### src/verilog/dmbl_map.svh
// register offsets, field positions, codes and reset values of the mode-word block
// assumes inclusion by bare name from every design file that needs them
`ifndef DMBL_MAP_SVH
`define DMBL_MAP_SVH

// ---------------------------------------------------------------
// register offsets (byte addresses)
// ---------------------------------------------------------------
`define DMBL_OFS_MW0   8'h00
`define DMBL_OFS_MW1   8'h04
`define DMBL_OFS_MW2   8'h08
`define DMBL_OFS_CTRL  8'h0c
`define DMBL_OFS_STAT  8'h10

// ---------------------------------------------------------------
// mode word fields, control and status bits, chop address pin and mode word reset value
// ---------------------------------------------------------------
`define DMBL_MW0_BLEN  1:0
`define DMBL_MW0_CLLO  2
`define DMBL_MW0_BTYPE 3
`define DMBL_MW0_CLHI  6:4
`define DMBL_MW0_TEST  7
`define DMBL_MW0_LRST  8
`define DMBL_MW1_LOOP  0
`define DMBL_MW1_ADD   4:3
`define DMBL_MW1_NOMT  10:8
`define DMBL_MW2_CWL   5:3
`define DMBL_MW2_STRT  11:9
`define DMBL_MW2_CRC   12
`define DMBL_CHOP_PIN  12
`define DMBL_CTL_MASK  0
`define DMBL_STAT_CKE  5
`define DMBL_RST_MW    14'h0000

// ---------------------------------------------------------------
// codes
// ---------------------------------------------------------------
`define DMBL_BL_FULL   2'h0
`define DMBL_BL_OTF    2'h1
`define DMBL_BL_CHOP   2'h2
`define DMBL_ADD_M1    2'h1
`define DMBL_ADD_M2    2'h2
`define DMBL_SEL_MW0   2'h0
`define DMBL_SEL_MW1   2'h1
`define DMBL_SEL_MW2   2'h2
`define DMBL_CMD_READ  3'h1
`define DMBL_CMD_WRITE 3'h2
`define DMBL_CMD_MRS   3'h3
`define DMBL_CMD_SREN  3'h4
`define DMBL_CMD_SREX  3'h5
`define DMBL_SLOT_CHOP 3'h3
`define DMBL_SLOT_FULL 3'h7
`define DMBL_BEAT_HALF 2

`endif

### src/verilog/dmbl_pkg.sv
// types shared by the mode-word block and its beat-order helper
// assumes nothing of its surroundings
package dmbl_pkg;
  typedef logic [13:0] dmbl_mw_t;
  typedef logic [2:0]  dmbl_beat_t;
  typedef logic [5:0]  dmbl_lat_t;
  typedef enum logic [1:0] {RD_IDLE, RD_WAIT, RD_BURST} dmbl_rd_e;
  typedef enum logic [2:0] {WR_IDLE, WR_WAIT, WR_CAPT, WR_CHECK, WR_COMMIT} dmbl_wr_e;
endpackage : dmbl_pkg

### src/verilog/dmbl_ord_if.sv
// carries the burst start bits and the resulting beat order
// assumes the owner drives start and interleave from flip-flops
`timescale 1ns/100ps
interface dmbl_ord_if;
  import dmbl_pkg::*;
  dmbl_beat_t start;
  logic       interleave;
  dmbl_beat_t order [8];
  modport gen (input start, input interleave, output order);
  modport src (output start, output interleave, input order);
endinterface : dmbl_ord_if

### src/verilog/dmbl_beat_order.sv
// beat order table for one burst: low column bits of each of the eight beats
// assumes start and interleave are stable while a burst is running
`timescale 1ns/100ps
module dmbl_beat_order
  import dmbl_pkg::*;
(
  dmbl_ord_if.gen ord
);
  // ---------------------------------------------------------------
  // one order entry per beat
  // ---------------------------------------------------------------
  for (genvar b = 0; b < 8; b++) begin : g_beat
    localparam dmbl_beat_t BI = dmbl_beat_t'(b);
    // sequential wraps in the group of four, second group keeps the offset
    assign ord.order[b] = ord.interleave ? (ord.start ^ BI)
                        : {ord.start[2] ^ BI[2], ord.start[1:0] + BI[1:0]};
  end
endmodule : dmbl_beat_order

### src/verilog/dmbl_ctrl.sv
// mode words zero to two of a x16 sdram: latency, burst order, loop control, write checks
// assumes a plain register port on i_clk_sys and link pins from another clock domain
//
// The register addresses and the address-and-strobe port are this design's own decisions.
`timescale 1ns/100ps
`include "dmbl_map.svh"

module dmbl_ctrl
  import dmbl_pkg::*;
#(
  parameter int CL_BASE   = 9,
  parameter int CWL_BASE  = 9,
  parameter int LOCK_CLKS = 1024,
  parameter int COL_W     = 10
) (
  input  wire logic        i_clk_sys,
  input  wire logic        i_rst,
  input  wire logic [7:0]  i_reg_addr,
  input  wire logic [31:0] i_reg_wdata,
  input  wire logic        i_reg_wr,
  input  wire logic        i_reg_rd,
  output logic      [31:0] o_reg_rdata,
  input  wire logic        i_lnk_ck,
  input  wire logic        i_lnk_cke,
  input  wire logic [2:0]  i_lnk_cmd,
  input  wire logic [13:0] i_lnk_addr,
  input  wire logic [1:0]  i_lnk_mw_sel,
  input  wire logic [15:0] i_lnk_dq,
  input  wire logic        i_lnk_crc_err,
  output logic      [15:0] o_lnk_dq,
  output logic             o_lnk_dq_oe,
  output logic             o_lnk_dqs,
  output logic             o_lnk_dqs_oe,
  output logic             o_term_wr_en,
  output logic [COL_W-1:0] o_arr_rd_col,
  input  wire logic [15:0] i_arr_rd_data,
  output logic             o_arr_wr_en,
  output logic [COL_W-1:0] o_arr_wr_col,
  output logic      [15:0] o_arr_wr_data,
  output logic             o_wr_recov_start
);
  localparam int LOCK_W = $clog2(LOCK_CLKS + 1);
  localparam int LNK_W  = 38;

  if (CL_BASE < 2 || CWL_BASE < 1 || LOCK_CLKS < 1 || COL_W < 4) begin : g_bad
    $error("dmbl_ctrl: parameter out of range");
  end

  // ---------------------------------------------------------------
  // link synchroniser and edge detect
  // ---------------------------------------------------------------
  logic [LNK_W-1:0] sync1_ff, sync2_ff;
  logic             ck_prev_ff;
  logic             s_ck, s_cke, s_crc;
  logic [2:0]       s_cmd;
  logic [13:0]      s_addr;
  logic [1:0]       s_sel;
  logic [15:0]      s_dq;

  always_ff @(posedge i_clk_sys) begin
    if (i_rst) begin
      sync1_ff   <= '0;
      sync2_ff   <= '0;
      ck_prev_ff <= 1'b0;
    end else begin
      sync1_ff   <= {i_lnk_ck, i_lnk_cke, i_lnk_cmd, i_lnk_addr, i_lnk_mw_sel, i_lnk_dq, i_lnk_crc_err};
      sync2_ff   <= sync1_ff;
      ck_prev_ff <= s_ck;
    end
  end
  assign {s_ck, s_cke, s_cmd, s_addr, s_sel, s_dq, s_crc} = sync2_ff;

  logic ck_rise, beat_edge, is_rd, is_wr, is_mrs;
  assign ck_rise   = s_ck & ~ck_prev_ff;
  assign beat_edge = s_ck ^ ck_prev_ff;
  assign is_rd     = ck_rise && s_cmd == `DMBL_CMD_READ;
  assign is_wr     = ck_rise && s_cmd == `DMBL_CMD_WRITE;
  assign is_mrs    = ck_rise && s_cmd == `DMBL_CMD_MRS;

  // ---------------------------------------------------------------
  // mode words and control register
  // ---------------------------------------------------------------
  dmbl_mw_t mw0_ff, mw1_ff, mw2_ff;
  logic     ctl_mask_ff, sw_wr0, sw_wr1, sw_wr2, mw0_set;
  assign sw_wr0  = i_reg_wr && i_reg_addr == `DMBL_OFS_MW0;
  assign sw_wr1  = i_reg_wr && i_reg_addr == `DMBL_OFS_MW1;
  assign sw_wr2  = i_reg_wr && i_reg_addr == `DMBL_OFS_MW2;
  assign mw0_set = sw_wr0 | (is_mrs && s_sel == `DMBL_SEL_MW0);

  always_ff @(posedge i_clk_sys) begin
    if (i_rst) begin
      mw0_ff      <= `DMBL_RST_MW;
      mw1_ff      <= `DMBL_RST_MW;
      mw2_ff      <= `DMBL_RST_MW;
      ctl_mask_ff <= 1'b0;
    end else begin
      if (mw0_ff[`DMBL_MW0_LRST]) begin
        mw0_ff[`DMBL_MW0_LRST] <= 1'b0;
      end
      if (sw_wr0) mw0_ff <= dmbl_mw_t'(i_reg_wdata);
      if (sw_wr1) mw1_ff <= dmbl_mw_t'(i_reg_wdata);
      if (sw_wr2) mw2_ff <= dmbl_mw_t'(i_reg_wdata);
      if (is_mrs && s_sel == `DMBL_SEL_MW0) mw0_ff <= s_addr;
      if (is_mrs && s_sel == `DMBL_SEL_MW1) mw1_ff <= s_addr;
      if (is_mrs && s_sel == `DMBL_SEL_MW2) mw2_ff <= s_addr;
      if (i_reg_wr && i_reg_addr == `DMBL_OFS_CTRL) ctl_mask_ff <= i_reg_wdata[`DMBL_CTL_MASK];
    end
  end

  // ---------------------------------------------------------------
  // latency and burst length decode
  // ---------------------------------------------------------------
  dmbl_lat_t col_lat, add_dly, fetch_dly, store_dly;
  logic      chop_now, crc_chk;
  always_comb begin
    col_lat = dmbl_lat_t'(CL_BASE) + dmbl_lat_t'({mw0_ff[`DMBL_MW0_CLHI], mw0_ff[`DMBL_MW0_CLLO]});
    case (mw1_ff[`DMBL_MW1_ADD])
      `DMBL_ADD_M1: add_dly = col_lat - 6'h01;
      `DMBL_ADD_M2: add_dly = col_lat - 6'h02;
      default:      add_dly = '0;
    endcase
    fetch_dly = add_dly + col_lat;
    store_dly = add_dly + dmbl_lat_t'(CWL_BASE) + dmbl_lat_t'(mw2_ff[`DMBL_MW2_CWL]);
    case (mw0_ff[`DMBL_MW0_BLEN])
      `DMBL_BL_CHOP: chop_now = 1'b1;
      `DMBL_BL_OTF:  chop_now = ~s_addr[`DMBL_CHOP_PIN];
      default:       chop_now = 1'b0;
    endcase
  end
  assign crc_chk = ctl_mask_ff & mw2_ff[`DMBL_MW2_CRC];

  // ---------------------------------------------------------------
  // loop, self refresh and lock tracking
  // ---------------------------------------------------------------
  logic              sref_ff, locked_ff, cke_drop_ff, loop_on;
  logic [LOCK_W-1:0] lock_cnt_ff;
  assign loop_on = mw1_ff[`DMBL_MW1_LOOP] & ~sref_ff;

  always_ff @(posedge i_clk_sys) begin
    if (i_rst) begin
      sref_ff <= 1'b0;
    end else if (ck_rise && s_cmd == `DMBL_CMD_SREN) begin
      sref_ff <= 1'b1;
    end else if (ck_rise && s_cmd == `DMBL_CMD_SREX) begin
      sref_ff <= 1'b0;
    end
  end

  always_ff @(posedge i_clk_sys) begin
    if (i_rst) begin
      lock_cnt_ff <= '0;
      locked_ff   <= 1'b0;
    end else if (mw0_ff[`DMBL_MW0_LRST]) begin
      lock_cnt_ff <= LOCK_W'(LOCK_CLKS);
      locked_ff   <= 1'b0;
    end else if (!mw1_ff[`DMBL_MW1_LOOP]) begin
      locked_ff   <= 1'b0;
    end else if (ck_rise && loop_on && lock_cnt_ff != '0) begin
      lock_cnt_ff <= lock_cnt_ff - LOCK_W'(1);
      if (lock_cnt_ff == LOCK_W'(1)) locked_ff <= 1'b1;
    end
  end

  // sticky: clock enable seen low during lock; set wins over a clear
  always_ff @(posedge i_clk_sys) begin
    if (i_rst) begin
      cke_drop_ff <= 1'b0;
    end else if (ck_rise && !s_cke && lock_cnt_ff != '0) begin
      cke_drop_ff <= 1'b1;
    end else if (i_reg_wr && i_reg_addr == `DMBL_OFS_STAT && i_reg_wdata[`DMBL_STAT_CKE]) begin
      cke_drop_ff <= 1'b0;
    end
  end

  // ---------------------------------------------------------------
  // read burst
  // ---------------------------------------------------------------
  dmbl_ord_if ord_if ();
  dmbl_beat_order u_order (.ord(ord_if.gen));

  dmbl_rd_e         rd_st_ff;
  dmbl_lat_t        rd_cnt_ff, rd_lat_ff, rd_gap_ff;
  logic [COL_W-1:0] rd_col_ff;
  logic             rd_chop_ff, rd_ilv_ff, rd_emit;
  dmbl_beat_t       beat_ff, rd_ptr;
  assign ord_if.start      = rd_col_ff[2:0];
  assign ord_if.interleave = rd_ilv_ff;
  assign rd_emit = (rd_st_ff == RD_WAIT && ck_rise && rd_cnt_ff == 6'h01)
                 || (rd_st_ff == RD_BURST && beat_edge && beat_ff != '0);
  assign rd_ptr  = (rd_st_ff == RD_BURST) ? beat_ff : '0;

  always_ff @(posedge i_clk_sys) begin
    if (i_rst) begin
      rd_st_ff <= RD_IDLE;
      rd_cnt_ff <= '0;
      rd_lat_ff <= '0;
      rd_gap_ff <= '0;
      rd_col_ff <= '0;
      rd_chop_ff <= 1'b0;
      rd_ilv_ff <= 1'b0;
      beat_ff <= '0;
    end else begin
      case (rd_st_ff)
        RD_IDLE: begin
          if (is_rd) begin
            rd_st_ff   <= RD_WAIT;
            rd_cnt_ff  <= fetch_dly;
            rd_lat_ff  <= fetch_dly;
            rd_gap_ff  <= '0;
            rd_col_ff  <= s_addr[COL_W-1:0];
            rd_chop_ff <= chop_now;
            rd_ilv_ff  <= mw0_ff[`DMBL_MW0_BTYPE];
          end
        end
        RD_WAIT: begin
          if (ck_rise) begin
            rd_gap_ff <= rd_gap_ff + 6'h01;
            rd_cnt_ff <= rd_cnt_ff - 6'h01;
            if (rd_emit) begin
              rd_st_ff <= RD_BURST;
              beat_ff  <= dmbl_beat_t'(1);
            end
          end
        end
        RD_BURST: begin
          if (beat_edge) begin
            beat_ff <= beat_ff + dmbl_beat_t'(1);
            if (beat_ff == '0) rd_st_ff <= RD_IDLE;
          end
        end
        default: rd_st_ff <= RD_IDLE;
      endcase
    end
  end

  always_ff @(posedge i_clk_sys) begin
    if (i_rst) begin
      o_arr_rd_col <= '0;
      o_lnk_dq     <= '0;
      o_lnk_dq_oe  <= 1'b0;
      o_lnk_dqs    <= 1'b0;
      o_lnk_dqs_oe <= 1'b0;
    end else begin
      o_arr_rd_col <= {rd_col_ff[COL_W-1:3], ord_if.order[rd_ptr]};
      if (rd_emit) begin
        o_lnk_dq     <= i_arr_rd_data;
        o_lnk_dq_oe  <= !(rd_chop_ff && rd_ptr[2]);
        o_lnk_dqs_oe <= !(rd_chop_ff && rd_ptr[2]);
        o_lnk_dqs    <= ~rd_ptr[0];
      end else if (rd_st_ff == RD_BURST && beat_edge) begin
        o_lnk_dq_oe  <= 1'b0;
        o_lnk_dqs_oe <= 1'b0;
        o_lnk_dqs    <= 1'b0;
      end
    end
  end

  // ---------------------------------------------------------------
  // write burst: capture, crc check, commit
  // ---------------------------------------------------------------
  dmbl_wr_e         wr_st_ff;
  dmbl_lat_t        wr_cnt_ff;
  logic [COL_W-1:0] wr_col_ff;
  logic             wr_chop_ff, wr_fix_ff, crc_bad_ff;
  dmbl_beat_t       slot_ff, wr_idx_ff, wr_last;
  logic [15:0]      wbuf [8];
  logic [7:0]       blocked_ff;
  assign wr_last = wr_fix_ff ? `DMBL_SLOT_CHOP : `DMBL_SLOT_FULL;

  always_ff @(posedge i_clk_sys) begin
    if (i_rst) begin
      wr_st_ff <= WR_IDLE;
      wr_cnt_ff <= '0;
      wr_col_ff <= '0;
      wr_chop_ff <= 1'b0;
      wr_fix_ff <= 1'b0;
      crc_bad_ff <= 1'b0;
      slot_ff <= '0;
      wr_idx_ff <= '0;
      blocked_ff <= '0;
      o_arr_wr_en <= 1'b0;
      o_arr_wr_col <= '0;
      o_arr_wr_data <= '0;
      o_wr_recov_start <= 1'b0;
    end else begin
      o_arr_wr_en      <= 1'b0;
      o_wr_recov_start <= 1'b0;
      case (wr_st_ff)
        WR_IDLE: begin
          if (is_wr) begin
            wr_st_ff   <= WR_WAIT;
            wr_cnt_ff  <= store_dly;
            wr_col_ff  <= s_addr[COL_W-1:0];
            wr_chop_ff <= chop_now;
            wr_fix_ff  <= mw0_ff[`DMBL_MW0_BLEN] == `DMBL_BL_CHOP;
            slot_ff    <= '0;
          end
        end
        WR_WAIT: begin
          if (ck_rise) begin
            wr_cnt_ff <= wr_cnt_ff - 6'h01;
            if (wr_cnt_ff == 6'h01) wr_st_ff <= WR_CAPT;
          end
        end
        WR_CAPT: begin
          if (beat_edge || slot_ff == '0) begin
            wbuf[slot_ff] <= s_dq;
            slot_ff       <= slot_ff + dmbl_beat_t'(1);
            if (slot_ff == wr_last) begin
              wr_st_ff         <= WR_CHECK;
              crc_bad_ff       <= crc_chk & s_crc;
              o_wr_recov_start <= 1'b1;
            end
          end
        end
        WR_CHECK: begin
          wr_idx_ff <= '0;
          if (crc_bad_ff) begin
            wr_st_ff   <= WR_IDLE;
            blocked_ff <= blocked_ff + 8'h01;
          end else begin
            wr_st_ff <= WR_COMMIT;
          end
        end
        WR_COMMIT: begin
          o_arr_wr_en   <= 1'b1;
          o_arr_wr_data <= wbuf[wr_idx_ff];
          // low three start bits ignored, low two on chop; chop uses start bit 2 for the half
          o_arr_wr_col  <= wr_chop_ff ? {wr_col_ff[COL_W-1:2], wr_idx_ff[1:0]}
                                      : {wr_col_ff[COL_W-1:3], wr_idx_ff};
          wr_idx_ff     <= wr_idx_ff + dmbl_beat_t'(1);
          if (wr_idx_ff == (wr_chop_ff ? `DMBL_SLOT_CHOP : `DMBL_SLOT_FULL)) wr_st_ff <= WR_IDLE;
        end
        default: wr_st_ff <= WR_IDLE;
      endcase
    end
  end

  // termination on writes is only driven while the loop runs
  always_ff @(posedge i_clk_sys) begin
    if (i_rst) o_term_wr_en <= 1'b0;
    else o_term_wr_en <= (wr_st_ff == WR_WAIT || wr_st_ff == WR_CAPT)
                         && mw2_ff[`DMBL_MW2_STRT] != '0 && loop_on;
  end

  // ---------------------------------------------------------------
  // register read port
  // ---------------------------------------------------------------
  logic [31:0] stat_w;
  assign stat_w = {16'h0000, blocked_ff, 2'h0, cke_drop_ff,
                   mw2_ff[`DMBL_MW2_STRT] != '0 && !loop_on,
                   mw0_ff[`DMBL_MW0_TEST], sref_ff, locked_ff, loop_on};

  always_ff @(posedge i_clk_sys) begin
    if (i_rst || !i_reg_rd) begin
      o_reg_rdata <= '0;
    end else begin
      case (i_reg_addr)
        `DMBL_OFS_MW0:  o_reg_rdata <= 32'(mw0_ff);
        `DMBL_OFS_MW1:  o_reg_rdata <= 32'(mw1_ff);
        `DMBL_OFS_MW2:  o_reg_rdata <= 32'(mw2_ff);
        `DMBL_OFS_CTRL: o_reg_rdata <= 32'(ctl_mask_ff);
        `DMBL_OFS_STAT: o_reg_rdata <= stat_w;
        default:        o_reg_rdata <= '0;
      endcase
    end
  end
endmodule : dmbl_ctrl

### config.mk
export PLATFORM = sky130hd
export DESIGN_NAME = dmbl_ctrl
export DESIGN_NICKNAME = d
export VERILOG_FILES = /design/src/verilog/dmbl_pkg.sv /design/src/verilog/dmbl_ord_if.sv /design/src/verilog/dmbl_beat_order.sv /design/src/verilog/dmbl_ctrl.sv
export VERILOG_INCLUDE_DIRS = /design/src /design/src/verilog
export SDC_FILE = /design/constraint.sdc
export NUM_CORES = 1
export LEC_CHECK = 0
export ABC_CLOCK_PERIOD_IN_PS = 3950
export BUFFER_PORTS_ARGS = -buffer_cell sky130_fd_sc_hd__buf_2
export CAP_MARGIN = 20
export CORE_UTILIZATION = 47
export CTS_BUF_LIST = sky130_fd_sc_hd__clkbuf_4 sky130_fd_sc_hd__clkbuf_8
export DETAILED_ROUTE_END_ITERATION = 10
export PLACE_DENSITY = 0.64
export SETUP_SLACK_MARGIN = 0.4
export SLEW_MARGIN = 20
export SYNTH_ARGS = -nofsm -noshare
export SYNTH_HDL_FRONTEND = slang
export SYNTH_SLANG_ARGS = --single-unit
export TNS_END_PERCENT = 30
### constraint.sdc
create_clock -name i_clk_sys -period 3.95 [get_ports i_clk_sys]
set_input_delay 0.5925 -clock i_clk_sys [delete_from_list [all_inputs] [get_ports i_clk_sys]]
set_output_delay 0.5925 -clock i_clk_sys [all_outputs]
set_load 0.005 [all_outputs]
# Yosys cells after proc, flatten, opt, wreduce, memory -nomap -nowiden
# Memory sizes are Yosys's and may differ from the RTL's. A register that Yosys moved wholly into a read port is not among the register bits.
# Cells that the tools add are included.
[classes]
n_eq_ne = 37
mux = 66
magnitude_cmp = 1
add_sub_neg = 16
bitwise_logic = 20
n_reduce_logical = 72
[ops]
columns = ["operator", "count"]
rows = [
  ["2-to-1 mux 14 bit", 6],
  ["case mux 16 bit (5 select lines)", 1],
  ["2-to-1 mux 3 bit", 21],
  ["case mux 6 bit (2 select lines)", 3],
  ["2-to-1 mux 11 bit", 3],
  ["logical AND 1 bit", 26],
  ["nonzero test 2 bit", 13],
  ["2-to-1 mux 6 bit", 4],
  ["inequality test 2 bit (second input constant)", 10],
  ["case mux 3 bit (2 select lines)", 3],
  ["== test 8 x 4 -> 1 bit (second input constant)", 2],
  ["2-to-1 mux 2 bit", 8],
  ["case mux 3 bit (5 select lines)", 1],
  ["2-to-1 mux 1 bit", 13],
  ["== test 3 x 2 -> 1 bit (second input constant)", 4],
  ["== test 6 x 1 -> 1 bit (second input constant)", 2],
  ["AND reduction 2 bit", 6],
  ["AND reduction 3 bit", 4],
  ["subtractor 6 x 1 -> 6 bit (second input constant)", 2],
  ["== test 11 x 1 -> 1 bit (second input constant)", 1],
  ["nonzero test 11 bit", 1],
  ["subtractor 11 x 1 -> 11 bit (second input constant)", 1],
  ["NOT 1 bit", 10],
  ["adder 3 x 1 -> 3 bit (second input constant)", 3],
  ["other kinds (37)", 64],
]
[totals]
word_cells = 250
register_bits = 266
inputBits = 98
ram_bits = 128
memories = 1
[mem_list]
columns = ["name", "words", "width", "read_ports", "rd_ports_with_merged_regs", "wr", "line", "text"]
rows = [
  ["wbuf", 8, 16, 1, 1, 1, "dmbl_ctrl.sv:266", "logic [15:0] wbuf [8];"],
]

# Logic depth before layout (Yosys ltp)
# Gate-level depths: netlist of run 1.
[logic_depth]
word_depth = 8
depth_mapped = 12
depth_no_buf = 12

# By module
# From an unflattened synthesis of run 1, not the netlist that was laid out.
[unflattened]
cells_unflattened = 1483
hier_area_um2 = 16027.9
[modules_own_cells]
columns = ["mod", "area_each_um2", "n_inst", "cells_each"]
rows = [
  ["dmbl_ctrl", 15846.4, 1, 1458],
  ["dmbl_beat_order", 181.4, 1, 25],
]

# Least setup slack after synthesis of run 1
# No wires, ideal clock.
[synth_timing]
kind = "register to register"
start = "register slot_ff[1]"
end = "memory wbuf[1][0] (enable)"
path_buffers = 0
arrival_ns = 2.369
setup_slack_ns = 1.171
synth_period_minus_slack_ns = 2.779
stages_incl_launch_ff = 9
t_required_ns = 3.541
path_cell_list = "dfxtp_1 -> inv_1 -> ha_1 -> inv_1 -> o21ai_0 -> nand2_1 -> nor2_1 -> nand2_1 -> nor3_1"
[synth_between]
elab_chain_cells = 6
[synth_rtl]
columns = ["element", "line", "text"]
rows = [
  ["start: declaration", "dmbl_ctrl.sv:265", "dmbl_beat_t slot_ff, wr_idx_ff, wr_last;"],
  ["start signal: assignment", "dmbl_ctrl.sv:308", "slot_ff <= slot_ff + dmbl_beat_t'(1);"],
  ["logical NOT 3 bit", "dmbl_ctrl.sv:306", "if (beat_edge || slot_ff == '0) begin"],
  ["logical OR 1 bit", "dmbl_ctrl.sv:306", ""],
  ["2-to-1 mux 1 bit", "dmbl_ctrl.sv:306", ""],
  ["2-to-1 mux 1 bit", "dmbl_ctrl.sv:288", "case (wr_st_ff)"],
  ["2-to-1 mux 1 bit", "dmbl_ctrl.sv:271", "if (i_rst) begin"],
  ["2-to-1 mux 1 bit (implied by the code)", "dmbl_ctrl.sv:307", "wbuf[slot_ff] <= s_dq;"],
  ["end: declaration", "dmbl_ctrl.sv:266", ""],
]
# Several ways; a longest one is shown, not always the timed one.

# Worst setup path in the final report of run 1
[layout_timing]
start = "register mw0_ff[2]"
end = "register rd_cnt_ff[5]"
[layout_between]
elab_chain_cells = 6
word_cells_on_any_way = 7
classes_between = "add/sub (4); mux (3)"
[layout_rtl]
columns = ["element", "line", "text"]
rows = [
  ["start: declaration", "dmbl_ctrl.sv:83", "dmbl_mw_t mw0_ff, mw1_ff, mw2_ff;"],
  ["start signal: assignment", "dmbl_ctrl.sv:92", "mw0_ff <= `DMBL_RST_MW;"],
  ["start signal: assignment", "dmbl_ctrl.sv:100", "if (sw_wr0) mw0_ff <= dmbl_mw_t'(i_reg_wdata);"],
  ["start signal: assignment", "dmbl_ctrl.sv:103", "if (is_mrs && s_sel == `DMBL_SEL_MW0) mw0_ff <= s_addr;"],
  ["adder 4 x 4 -> 5 bit *", "dmbl_ctrl.sv:116", "col_lat = dmbl_lat_t'(CL_BASE) + dmbl_lat_t'({mw0_ff[`DMBL_MW0_CLHI], mw0_ff[`DMBL_MW0_CLLO]});"],
  ["subtractor 5 x 2 -> 6 bit or subtractor 5 x 1 -> 6 bit (tied branches)", "dmbl_ctrl.sv:119, dmbl_ctrl.sv:118", ""],
  ["case mux 6 bit (2 select lines)", "dmbl_ctrl.sv:117", "case (mw1_ff[`DMBL_MW1_ADD])"],
  ["adder 6 x 5 -> 6 bit *", "dmbl_ctrl.sv:122", "fetch_dly = add_dly + col_lat;"],
  ["2-to-1 mux 6 bit *", "dmbl_ctrl.sv:205", "if (is_rd) begin"],
  ["case mux 6 bit (2 select lines) *", "dmbl_ctrl.sv:203", "case (rd_st_ff)"],
  ["end signal: assignment", "dmbl_ctrl.sv:207", "rd_cnt_ff <= fetch_dly;"],
  ["end signal: assignment", "dmbl_ctrl.sv:218", "rd_cnt_ff <= rd_cnt_ff - 6'h01;"],
  ["end: declaration", "dmbl_ctrl.sv:182", "dmbl_lat_t rd_cnt_ff, rd_lat_ff, rd_gap_ff;"],
]
# Every way passes the cells marked *; elsewhere a longest branch is shown, timed or not. The select of a mux whose other input is x is not followed.
# A chain may end at the register's enable or synchronous reset.

==> reports/summary.md, run 1 <==
The initial core utilization was 0.4786; the growth of design area from synthesis to finish was 15.52%. The per-instance average area after synthesis is 11.40 um^2. Between clock sinks in the finished design, the worst skew comes to 0.02999 ns. The final standard cell utilization of the core is 0.5528, and the total CTS buffers is 67. The depth of the worst hold-timing path was 2. The share of async-settable or async-resettable flops after synthesis works out to 0. During I/O placement, the number of pins put on the boundary was 188.

The least setup slack across all paths after layout was 0.9039 ns; the number of port buffers was 153. The maximum number of buffers from clock root to sink is 3, and the depth of the most critical reg-to-reg path is 12. The fraction of final layout cells with drive strength greater than 1 was 0.2098. The run gives 34070 um as the post-detailed-routing wire length.

The design draws 8.126 mW. For the placement-stage worst setup slack, the log shows 0.9503 ns. The synthesized netlist contains 65 unique library cells. Top-area cell type share of the netlist area: 0.3386.

Setup repair after global routing left no endpoint under its margin. The detailed router finished its first iteration with 583 violations. The logs give 66 for the standard-cell row count and 0 for the number of max-cap violations.

The part of the cycle the worst path needs works out to 0.7712. The final layout contains 1650 nets. Derived from the worst setup path, the maximum achievable clock frequency is 0.3283 GHz.

Once placement completed, the tool counted placed cells totaling 1897. The total overflow left after global routing is 0. TritonCTS built the clock tree.

The synthesized design spends more area on one cell type than any other, namely dfxtp_1. In this run the critical register-to-register path is captured at rd_cnt_ff[5]$_SDFFE_PP0P_. After clock tree synthesis, the clock-pin slew on the worst setup and hold paths is 0.06 ns.

The slew at the pin closest to its max-slew limit is 0.9765 ns, and the number of nets with antenna violations after routing is 0. Among all flip-flop cells after synthesis, the most frequent one is dfxtp_1. The vertical die dimension is 184.2 um. The die outline area was 0.03395 mm^2. Sorting the synthesized cells by area gives the leading types as dfxtp_1 34%, edfxtp_1 25%, mux2i_1 5.3%. The clock net in this run drives a total of 392 sinks. For the sequential-to-total area share from yosys stat, the log shows 0.5848.

In this run the most critical hold path is launched from i_lnk_dq[9]. In this run the standard cell core region covers 0.03262 mm^2. The worst hold path terminates at sync1_ff[10]$_SDFF_PP0_. The number of antenna diodes in the final layout is 0.

Yosys mapped a number of flops with a built-in enable equal to 128. In the synthesized netlist, the number of instances is 1369. Setup violations remaining at the end of the flow were counted as 0. The share of total power consumed by net switching is 0.2184.

The tools report the net switching component of the power as 1.775 mW. The tools report the number of global-route vias before repair as 10.07k. Type of the most critical hold path: input pin to register. The power per standard cell area came out at 450.6 mW/mm^2.

The worst setup path is captured at a register. By count the netlist is led by 264 x dfxtp_1, 166 x nor2_1, 128 x edfxtp_1, 104 x nand2_1, 97 x nor2b_1. The tightest slew margin relative to the limit was 0.3490. In this run the horizontal extent of the chip is 184.2 um.

The worst register-to-register path begins at mw0_ff[2]$_SDFFE_PP0P_. The clock tree synthesis step divided the H-tree into 3 levels. In this run, post-CTS hold repair placed 0 buffers.

Along the worst path, the maximum fanout reaches 12. Most used standard cell by instance count after synthesis: dfxtp_1. The worst path in the final design needs a cycle of 3.046 ns, including I/O delays and setup. The logs give 0 for the number of hold violations in the final report and 0 for the number of warnings reported in the yosys synthesis log. The number of register bits inferred by synthesis is 392, and the final estimated routing congestion in global placement is 0.8503.

Summed over all nets, the half-perimeter wirelength after detailed placement is 21880 um. The tools report the critical path launch point type as a register. Pin count of the biggest net entering global routing: 166.

After the flow finishes, the layout carries non-filler instances totaling 2010. The tools report the cell-internal power as 6.352 mW. The tools report the number of antenna violations at the first check in global routing as 1. Sequential cell fraction of total power: 0.523.

The DRC violation count after routing came out at 0. Part of the power in the clock network: 0.449. After clock tree synthesis, the repair step resized 0 gates. The pre-antenna-repair detailed-routing pass consisted of 5 iterations. The number of setup buffers added after CTS is 0. In this run the cell area of the synthesized design comes to 0.01561 mm^2. The via density per instance is 5.181, and the global-route total usage across every layer is 0.2029.

For the proportion of power drawn by combinational gates, the log shows 0.028. The tools report the source of the critical timing path as mw0_ff[2]$_SDFFE_PP0P_. The flow ran to the end, and the final reports show no timing, DRC or antenna violations. The run gives 4.39 ns as the data required time at the worst endpoint. At the later pin of the worst-skew pair, clock insertion delay measures 0.59 ns.

The logs give 3.48 ns for the data arrival time of the critical path and 0 ns for the sum of negative setup slack. For the largest vdd supply drop, the log shows 0.0002205 V. The number of pins exceeding their max-slew limit in the final report is 0, and the average wire per cell in the routed design is 16.95 um. Critical setup path kind: register to register.

The analysis attributes to cell leakage a power of 6.835 nW. The worst register-to-register path has a setup slack of 0.90 ns. The run gives 53340 um as the first-pass GRT wire length.

Via total after detailed routing: 10.41k. The root buffer cell was clkbuf_8.
[per-layer routing]
layer  GRT usage  share of wire
met5           0              0
met4     0.06900          0.018
met3     0.04821          0.060
met2      0.3170           0.45
met1      0.2762           0.47
[layout make-up]
class                   count  area [um^2]
multi-input cells         869         5991
well taps                 442        553.0
fillers                  2854        14590
flip-flops and latches    392         9131
inverters                  27        101.3
clock buffers              96         1215
clock inverters            17        136.4
repair buffers            167        904.6
[logic make-up after synthesis]
kind of cell,Yosys count,share of synthesized area
xor gates and xnor gates,31,0.01739
buffers and inverters,123,0.03775
muxes,119,0.1023
and+or+nand+nor,462,0.1429
DFF,392,0.5848
adders and majority gates,28,0.02340
AOI/OAI and AO/OA,213,0.09122
other,1,0.0002402
[worst max-delay path, cell delays in order, from the launching register on]
cell	delay [ns]
dfxtp_1	0.58
ha_1	0.33
xnor2_1	0.21
ha_1	0.28
nand2b_1	0.14
a21oi_1	0.19
ha_1	0.31
a21o_1	0.17
a31o_2	0.22
nand2_1	0.06
o21ai_0	0.10
a32oi_1	0.21
o41ai_1	0.09
[worst max-delay path by stage]
| stage | slack (ns) | endpoint |
|---|---|---|
| after global placement | 0.98 | rd_cnt_ff[5]$_SDFFE_PP0P_ |
| after floorplan | 1.17 | wbuf[1][0]$_DFFE_PP_ |
| after global routing | 0.73 | rd_cnt_ff[5]$_SDFFE_PP0P_ |
| after detailed placement | 0.95 | rd_cnt_ff[5]$_SDFFE_PP0P_ |
| final | 0.90 | rd_cnt_ff[5]$_SDFFE_PP0P_ |
| after CTS | 0.96 | rd_cnt_ff[5]$_SDFFE_PP0P_ |
[sequential cells by signal, summed over array words and instances (netlist names), 10 cells and up]
register       count
wbuf             128
sync1_ff          38
sync2_ff          38
o_arr_wr_data     16
o_lnk_dq          16
o_reg_rdata       16
mw0_ff            14
mw1_ff            14
mw2_ff            14
lock_cnt_ff       11
o_arr_rd_col      10
o_arr_wr_col      10
rd_col_ff         10
[stage by stage]
stage	instance area, um^2	hold slack [ns]
finish	18030	0.2037
global route	18030	0.1976
CTS	18030	0.1524
detailed placement	16680	0.4218
global placement	16680	0.4174
floorplan	15670	0.4138
[power by group through the flow]
| stage | Sequential [mW] | Combinational, mW | Clock [mW] |
|---|---|---|---|
| after floorplan | 4.32 | 0.156 | 0 |
| after global placement | 4.33 | 0.224 | 0 |
| after detailed placement | 4.34 | 0.227 | 0 |
| after CTS | 4.25 | 0.228 | 3.74 |
| after global routing | 4.26 | 0.252 | 3.92 |
| final | 4.25 | 0.226 | 3.65 |
[cell usage in the layout (no fill, tap or decap), types with 6 or more instances in the layout]
cell type and n:
nand2b_1 13, or3_1 7, nor2b_1 97, mux2i_1 83, ha_1 26, nand3_1 12
mux4_2 32, a21oi_1 71, a221oi_1 8, nor3_1 16, a31oi_1 7, conb_1 16
dfxtp_1 262, o21ai_0 18, a211oi_1 59, nor4_1 6, clkbuf_8 80, xnor2_1 11
clkinv_1 6, buf_2 152, a22oi_1 13, and3_1 8, xor2_1 20, buf_4 12
inv_1 27, nor2_1 166, edfxtp_1 128, nand2_1 104, a211oi_2 6, clkbuf_4 17
(Power assumes the default switching activity.)
==> run 2: changes to the inputs <==
--- a/config.mk
+++ b/config.mk
@@ -6,13 +6,14 @@
 export SDC_FILE = /design/constraint.sdc
 export NUM_CORES = 1
 export LEC_CHECK = 0
-export ABC_CLOCK_PERIOD_IN_PS = 3950
+export ABC_AREA = 1
+export ABC_CLOCK_PERIOD_IN_PS = 2500
 export BUFFER_PORTS_ARGS = -buffer_cell sky130_fd_sc_hd__buf_2
 export CAP_MARGIN = 20
 export CORE_UTILIZATION = 47
 export CTS_BUF_LIST = sky130_fd_sc_hd__clkbuf_4 sky130_fd_sc_hd__clkbuf_8
 export DETAILED_ROUTE_END_ITERATION = 10
-export PLACE_DENSITY = 0.64
+export PLACE_DENSITY = 0.66
 export SETUP_SLACK_MARGIN = 0.4
 export SLEW_MARGIN = 20
 export SYNTH_ARGS = -nofsm -noshare
==> constraint.sdc (replaced) <==
create_clock -name i_clk_sys -period 2.5 [get_ports i_clk_sys]
set_input_delay 0.375 -clock i_clk_sys [delete_from_list [all_inputs] [get_ports i_clk_sys]]
set_output_delay 0.375 -clock i_clk_sys [all_outputs]
set_load 0.005 [all_outputs]
==> reports/summary.md, run 2 <==
The flow ran to the end, and the final reports show no timing, DRC or antenna violations. Clock tree synthesis selected as its root buffer the cell clkbuf_8. Global routing finished with a remaining overflow of 0.

The horizontal die dimension was 185.3 um. The logs give 66 for the total CTS buffers and 0.02777 ns for the setup skew after layout. Setup repair after global routing could not meet its margin everywhere. Clock latency on the worst-skew pair, taken at its later pin, is 0.59 ns. Post-detailed-routing wire length: 40360 um.

The initialized floorplan defines 66 standard-cell rows. In the synthesized netlist, the number of instances is 1754. The tools report the post-DP HPWL as 25360 um.

Setup violations remaining at the end of the flow were counted as 0. The most flop-heavy register was wbuf. The per-instance average area after synthesis was 9.002 um^2. The largest registers in the layout are wbuf (128), sync1_ff (38), sync2_ff (38). The slew at the pin closest to its max-slew limit is 0.7279 ns. Port buffering added 153 buffers.

The path with the worst hold slack has its endpoint at o_lnk_dq[0]$_SDFFE_PP0P_. Ranked by instance count, the synthesized netlist is headed by 305 x nor2_1, 264 x dfxtp_1, 214 x o21ai_0, 206 x inv_1, 174 x nand2_1. Max-cap violations in this run came to 0. Most used standard cell by instance count after synthesis: nor2_1. The placement-stage worst setup slack was 0.08249 ns; the worst stage delay on the critical path was 0.35 ns.

The worst hold path passes through 3 cells. The tightest slew margin relative to the limit is 0.5102, and the via density per instance is 5.212. The vertical die dimension came out at 185.3 um. In this run the remaining antenna-violating nets after routing total 0. Routability-driven placement finished with a final weighted congestion of 0.8727.

TritonCTS built the clock tree. The tools report the standby leakage power as 8.012 nW. Yosys mapped a number of flops with a built-in enable equal to 128. The register with the most flip-flops in the layout has 128 of them. The tools report the initial core utilization as 0.4816. The fraction of final layout cells with drive strength greater than 1 was 0.2041.

STA classifies the critical path startpoint as a register. The level count of the clock H-tree was 3; the growth of design area from synthesis to finish was 22.81%. Based on the critical path, the design can be clocked at up to 0.4360 GHz.

Summing all placed instances gives a cell area of 0.01714 mm^2. The total inserted antenna cells was 0. The number of hold violations in the final report came out at 0.

The maximum number of buffers from clock root to sink was 3. The tools report the sequential-to-total area share from yosys stat as 0.5782. Among all flip-flop cells after synthesis, the most frequent one is dfxtp_1. Counting I/O delays and the setup requirement, the final critical path takes 2.293 ns.

The first global-routing pass estimated 62110 um of wire. The critical path is of the register to register type. In the final timing run, aggregate negative setup slack is 0 ns. The run gives 0.2333 as the global-route total usage across every layer. During synthesis, Yosys emitted a total of 0 warnings. The tools report the DRC violation count after routing as 0. The category of the worst setup path capture point was a register.

The critical-path cell with the highest stage delay was dfxtp_4. The maximum fanout along the worst path came out at 5. Across the VDD grid, the largest voltage drop is 0.0005320 V. The worst-case register-to-register setup slack is 0.21 ns. The power per standard cell area was 722.6 mW/mm^2. The area of the core region was 0.03278 mm^2; the part of the cycle the worst path needs was 0.9174. The depth of the most critical reg-to-reg path is 12. The largest area contributor in the synthesized netlist is dfxtp_1. The number of register bits inferred by synthesis was 392; the pin count of the biggest net entering global routing was 117.

The data required time at the worst endpoint is 3.00 ns. The logs give 0.01939 mm^2 for the final design instance area without fill and 1161 for the starting DRC count in detailed routing. Clock-pin slew was measured on the worst setup and hold paths at 0.06 ns. The number of detailed-routing iterations run before antenna repair is 5, and the die outline area is 0.03433 mm^2. The number of global-route vias before repair came out at 12.06k. The net count of the finished layout is 2119. Number of pins exceeding their max-slew limit in the final report: 0. The tools report the capture instance of the worst register-to-register path as wr_cnt_ff[2]$_SDFFE_PP0P_. Average wire per cell in the routed design: 16.24 um.

The share of async-settable or async-resettable flops after synthesis came out at 0. The signal on the critical path passes through ha_4 > inv_6 > ha_4 > a2bb2oi_4 > nor2_4 > ha_4 > buf_6 > buf_6 > xnor2_2 > nand2_1 > o31ai_1 > a211oi_1. The origin of the worst min-delay path is i_arr_rd_data[0].

The tightest min-delay check is of the input pin to register type. The number of antenna violations at the first check in global routing was 0; the CTS sink count was 392. For the number of distinct library cells after synthesis, the log shows 57. STA puts the critical path data arrival time at 2.80 ns.

The via total after detailed routing was 12.95k; the top-area cell type share of the netlist area was 0.3347. The mapped netlist covers 0.01579 mm^2. By area the synthesized netlist is led by dfxtp_1 33%, edfxtp_1 24%, nor2_1 7.3%. Pin placement for this block handled 188 I/O pins.

In this run the critical register-to-register path is launched from mw0_ff[2]$_SDFFE_PP0P_. In this design, the critical path's most frequently occurring cell is ha_4. In the layout the commonest cells are 299 x nor2_1, 259 x dfxtp_1, 212 x o21ai_0. The most frequent standard cell in the layout excluding fill and tap cells is nor2_1. Least setup slack across all paths after layout: 0.2065 ns.
## run 2: cell types whose count changed after synthesis, sizes merged, moves of 16 or more
cell    previous run  this run
nor3              18        43
a21oi             72        98
nand3             12        46
nor2b             97         0
o21ai             22       216
nor2             166       312
mux2i             83         0
xor2              20         4
o22ai              1        19
a211oi            65        23
inv               27       212
nand2            104       177
mux4              32         0
## run 2: logic make-up after synthesis
logic type                 after synthesis  share of synthesized area
and+or+nand+nor                        595                     0.1607
DFF                                    392                     0.5782
AOI/OAI and AO/OA                      420                     0.1531
adders and majority gates               28                    0.02314
buffers and inverters                  311                    0.08075
xor gates and xnor gates                 7                   0.003883
other                                    1                  0.0002375
## run 2: power by group
group          internal [mW]  switching [mW]
combinational          0.349           0.662
clock                   3.62            2.50
sequential              6.74           0.137
## run 2: layer usage
layer | up-vias | part of all wire | global-route usage
met4 | 0 | 0.026 | 0.09289
met2 | 481 | 0.46 | 0.3748
met1 | 6062 | 0.45 | 0.3105
li1 | 6325 | - | -
met3 | 85 | 0.066 | 0.04247
met5 | - | 0 | 0
## run 2: stage by stage
stage	power (mW)	hold WS, ns	cells	util
after global routing	14.53	0.04554	2485	0.5915
after floorplan	7.584	0.3883	1769	-
final	14.01	0.04290	2485	0.5915
after global placement	7.901	0.3903	2312	0.5229
after detailed placement	7.930	0.3937	2312	0.5229
after CTS	14.06	0.02032	2476	0.5824
## run 2: repair_timing
item | in CTS | in global routing
gates cloned | 0 | 3
setup endpoints to repair | 22 | 149
setup buffers | 9 | 6
pin swaps | 18 | 25
endpoints found under the hold margin | 37 | 0
gates resized for setup | 14 | 63
hold buffers | 37 | 0
## run 2: worst max-delay path by stage
stage	end	depth (start not counted)	start	slack, ns
after floorplan	rd_cnt_ff[5]$_SDFFE_PP0P_	15	mw0_ff[2]$_SDFFE_PP0P_	0.30
after global placement	rd_cnt_ff[5]$_SDFFE_PP0P_	15	mw0_ff[2]$_SDFFE_PP0P_	0.14
after detailed placement	wr_cnt_ff[5]$_SDFFE_PP0P_	14	mw0_ff[2]$_SDFFE_PP0P_	0.08
after CTS	wr_cnt_ff[5]$_SDFFE_PP0P_	14	mw0_ff[4]$_SDFFE_PP0P_	0.22
after global routing	rd_cnt_ff[5]$_SDFFE_PP0P_	17	mw0_ff[5]$_SDFFE_PP0P_	0.13
final	wr_cnt_ff[2]$_SDFFE_PP0P_	12	mw0_ff[2]$_SDFFE_PP0P_	0.21
## run 2: critical path: cells and delay by family (launching register included)
kind / cells / cell delay (ns)
adder cells (fa/ha/maj): 3 / 0.75
AO/OA/AOI/OAI: 3 / 0.47
flip-flops: 1 / 0.35
buffers and inverters: 3 / 0.30
AND/OR/NAND/NOR: 2 / 0.21
XOR/XNOR: 1 / 0.11
## run 2: cell type report
type / count / area (um^2)
multi-input combinational: 1066 / 5759
fill: 2804 / 13390
timing repair buffer: 249 / 1657
clock buffer: 100 / 1257
inverter: 218 / 834.6
sequential: 392 / 9143
tap: 442 / 553.0
clock inverter: 18 / 187.7
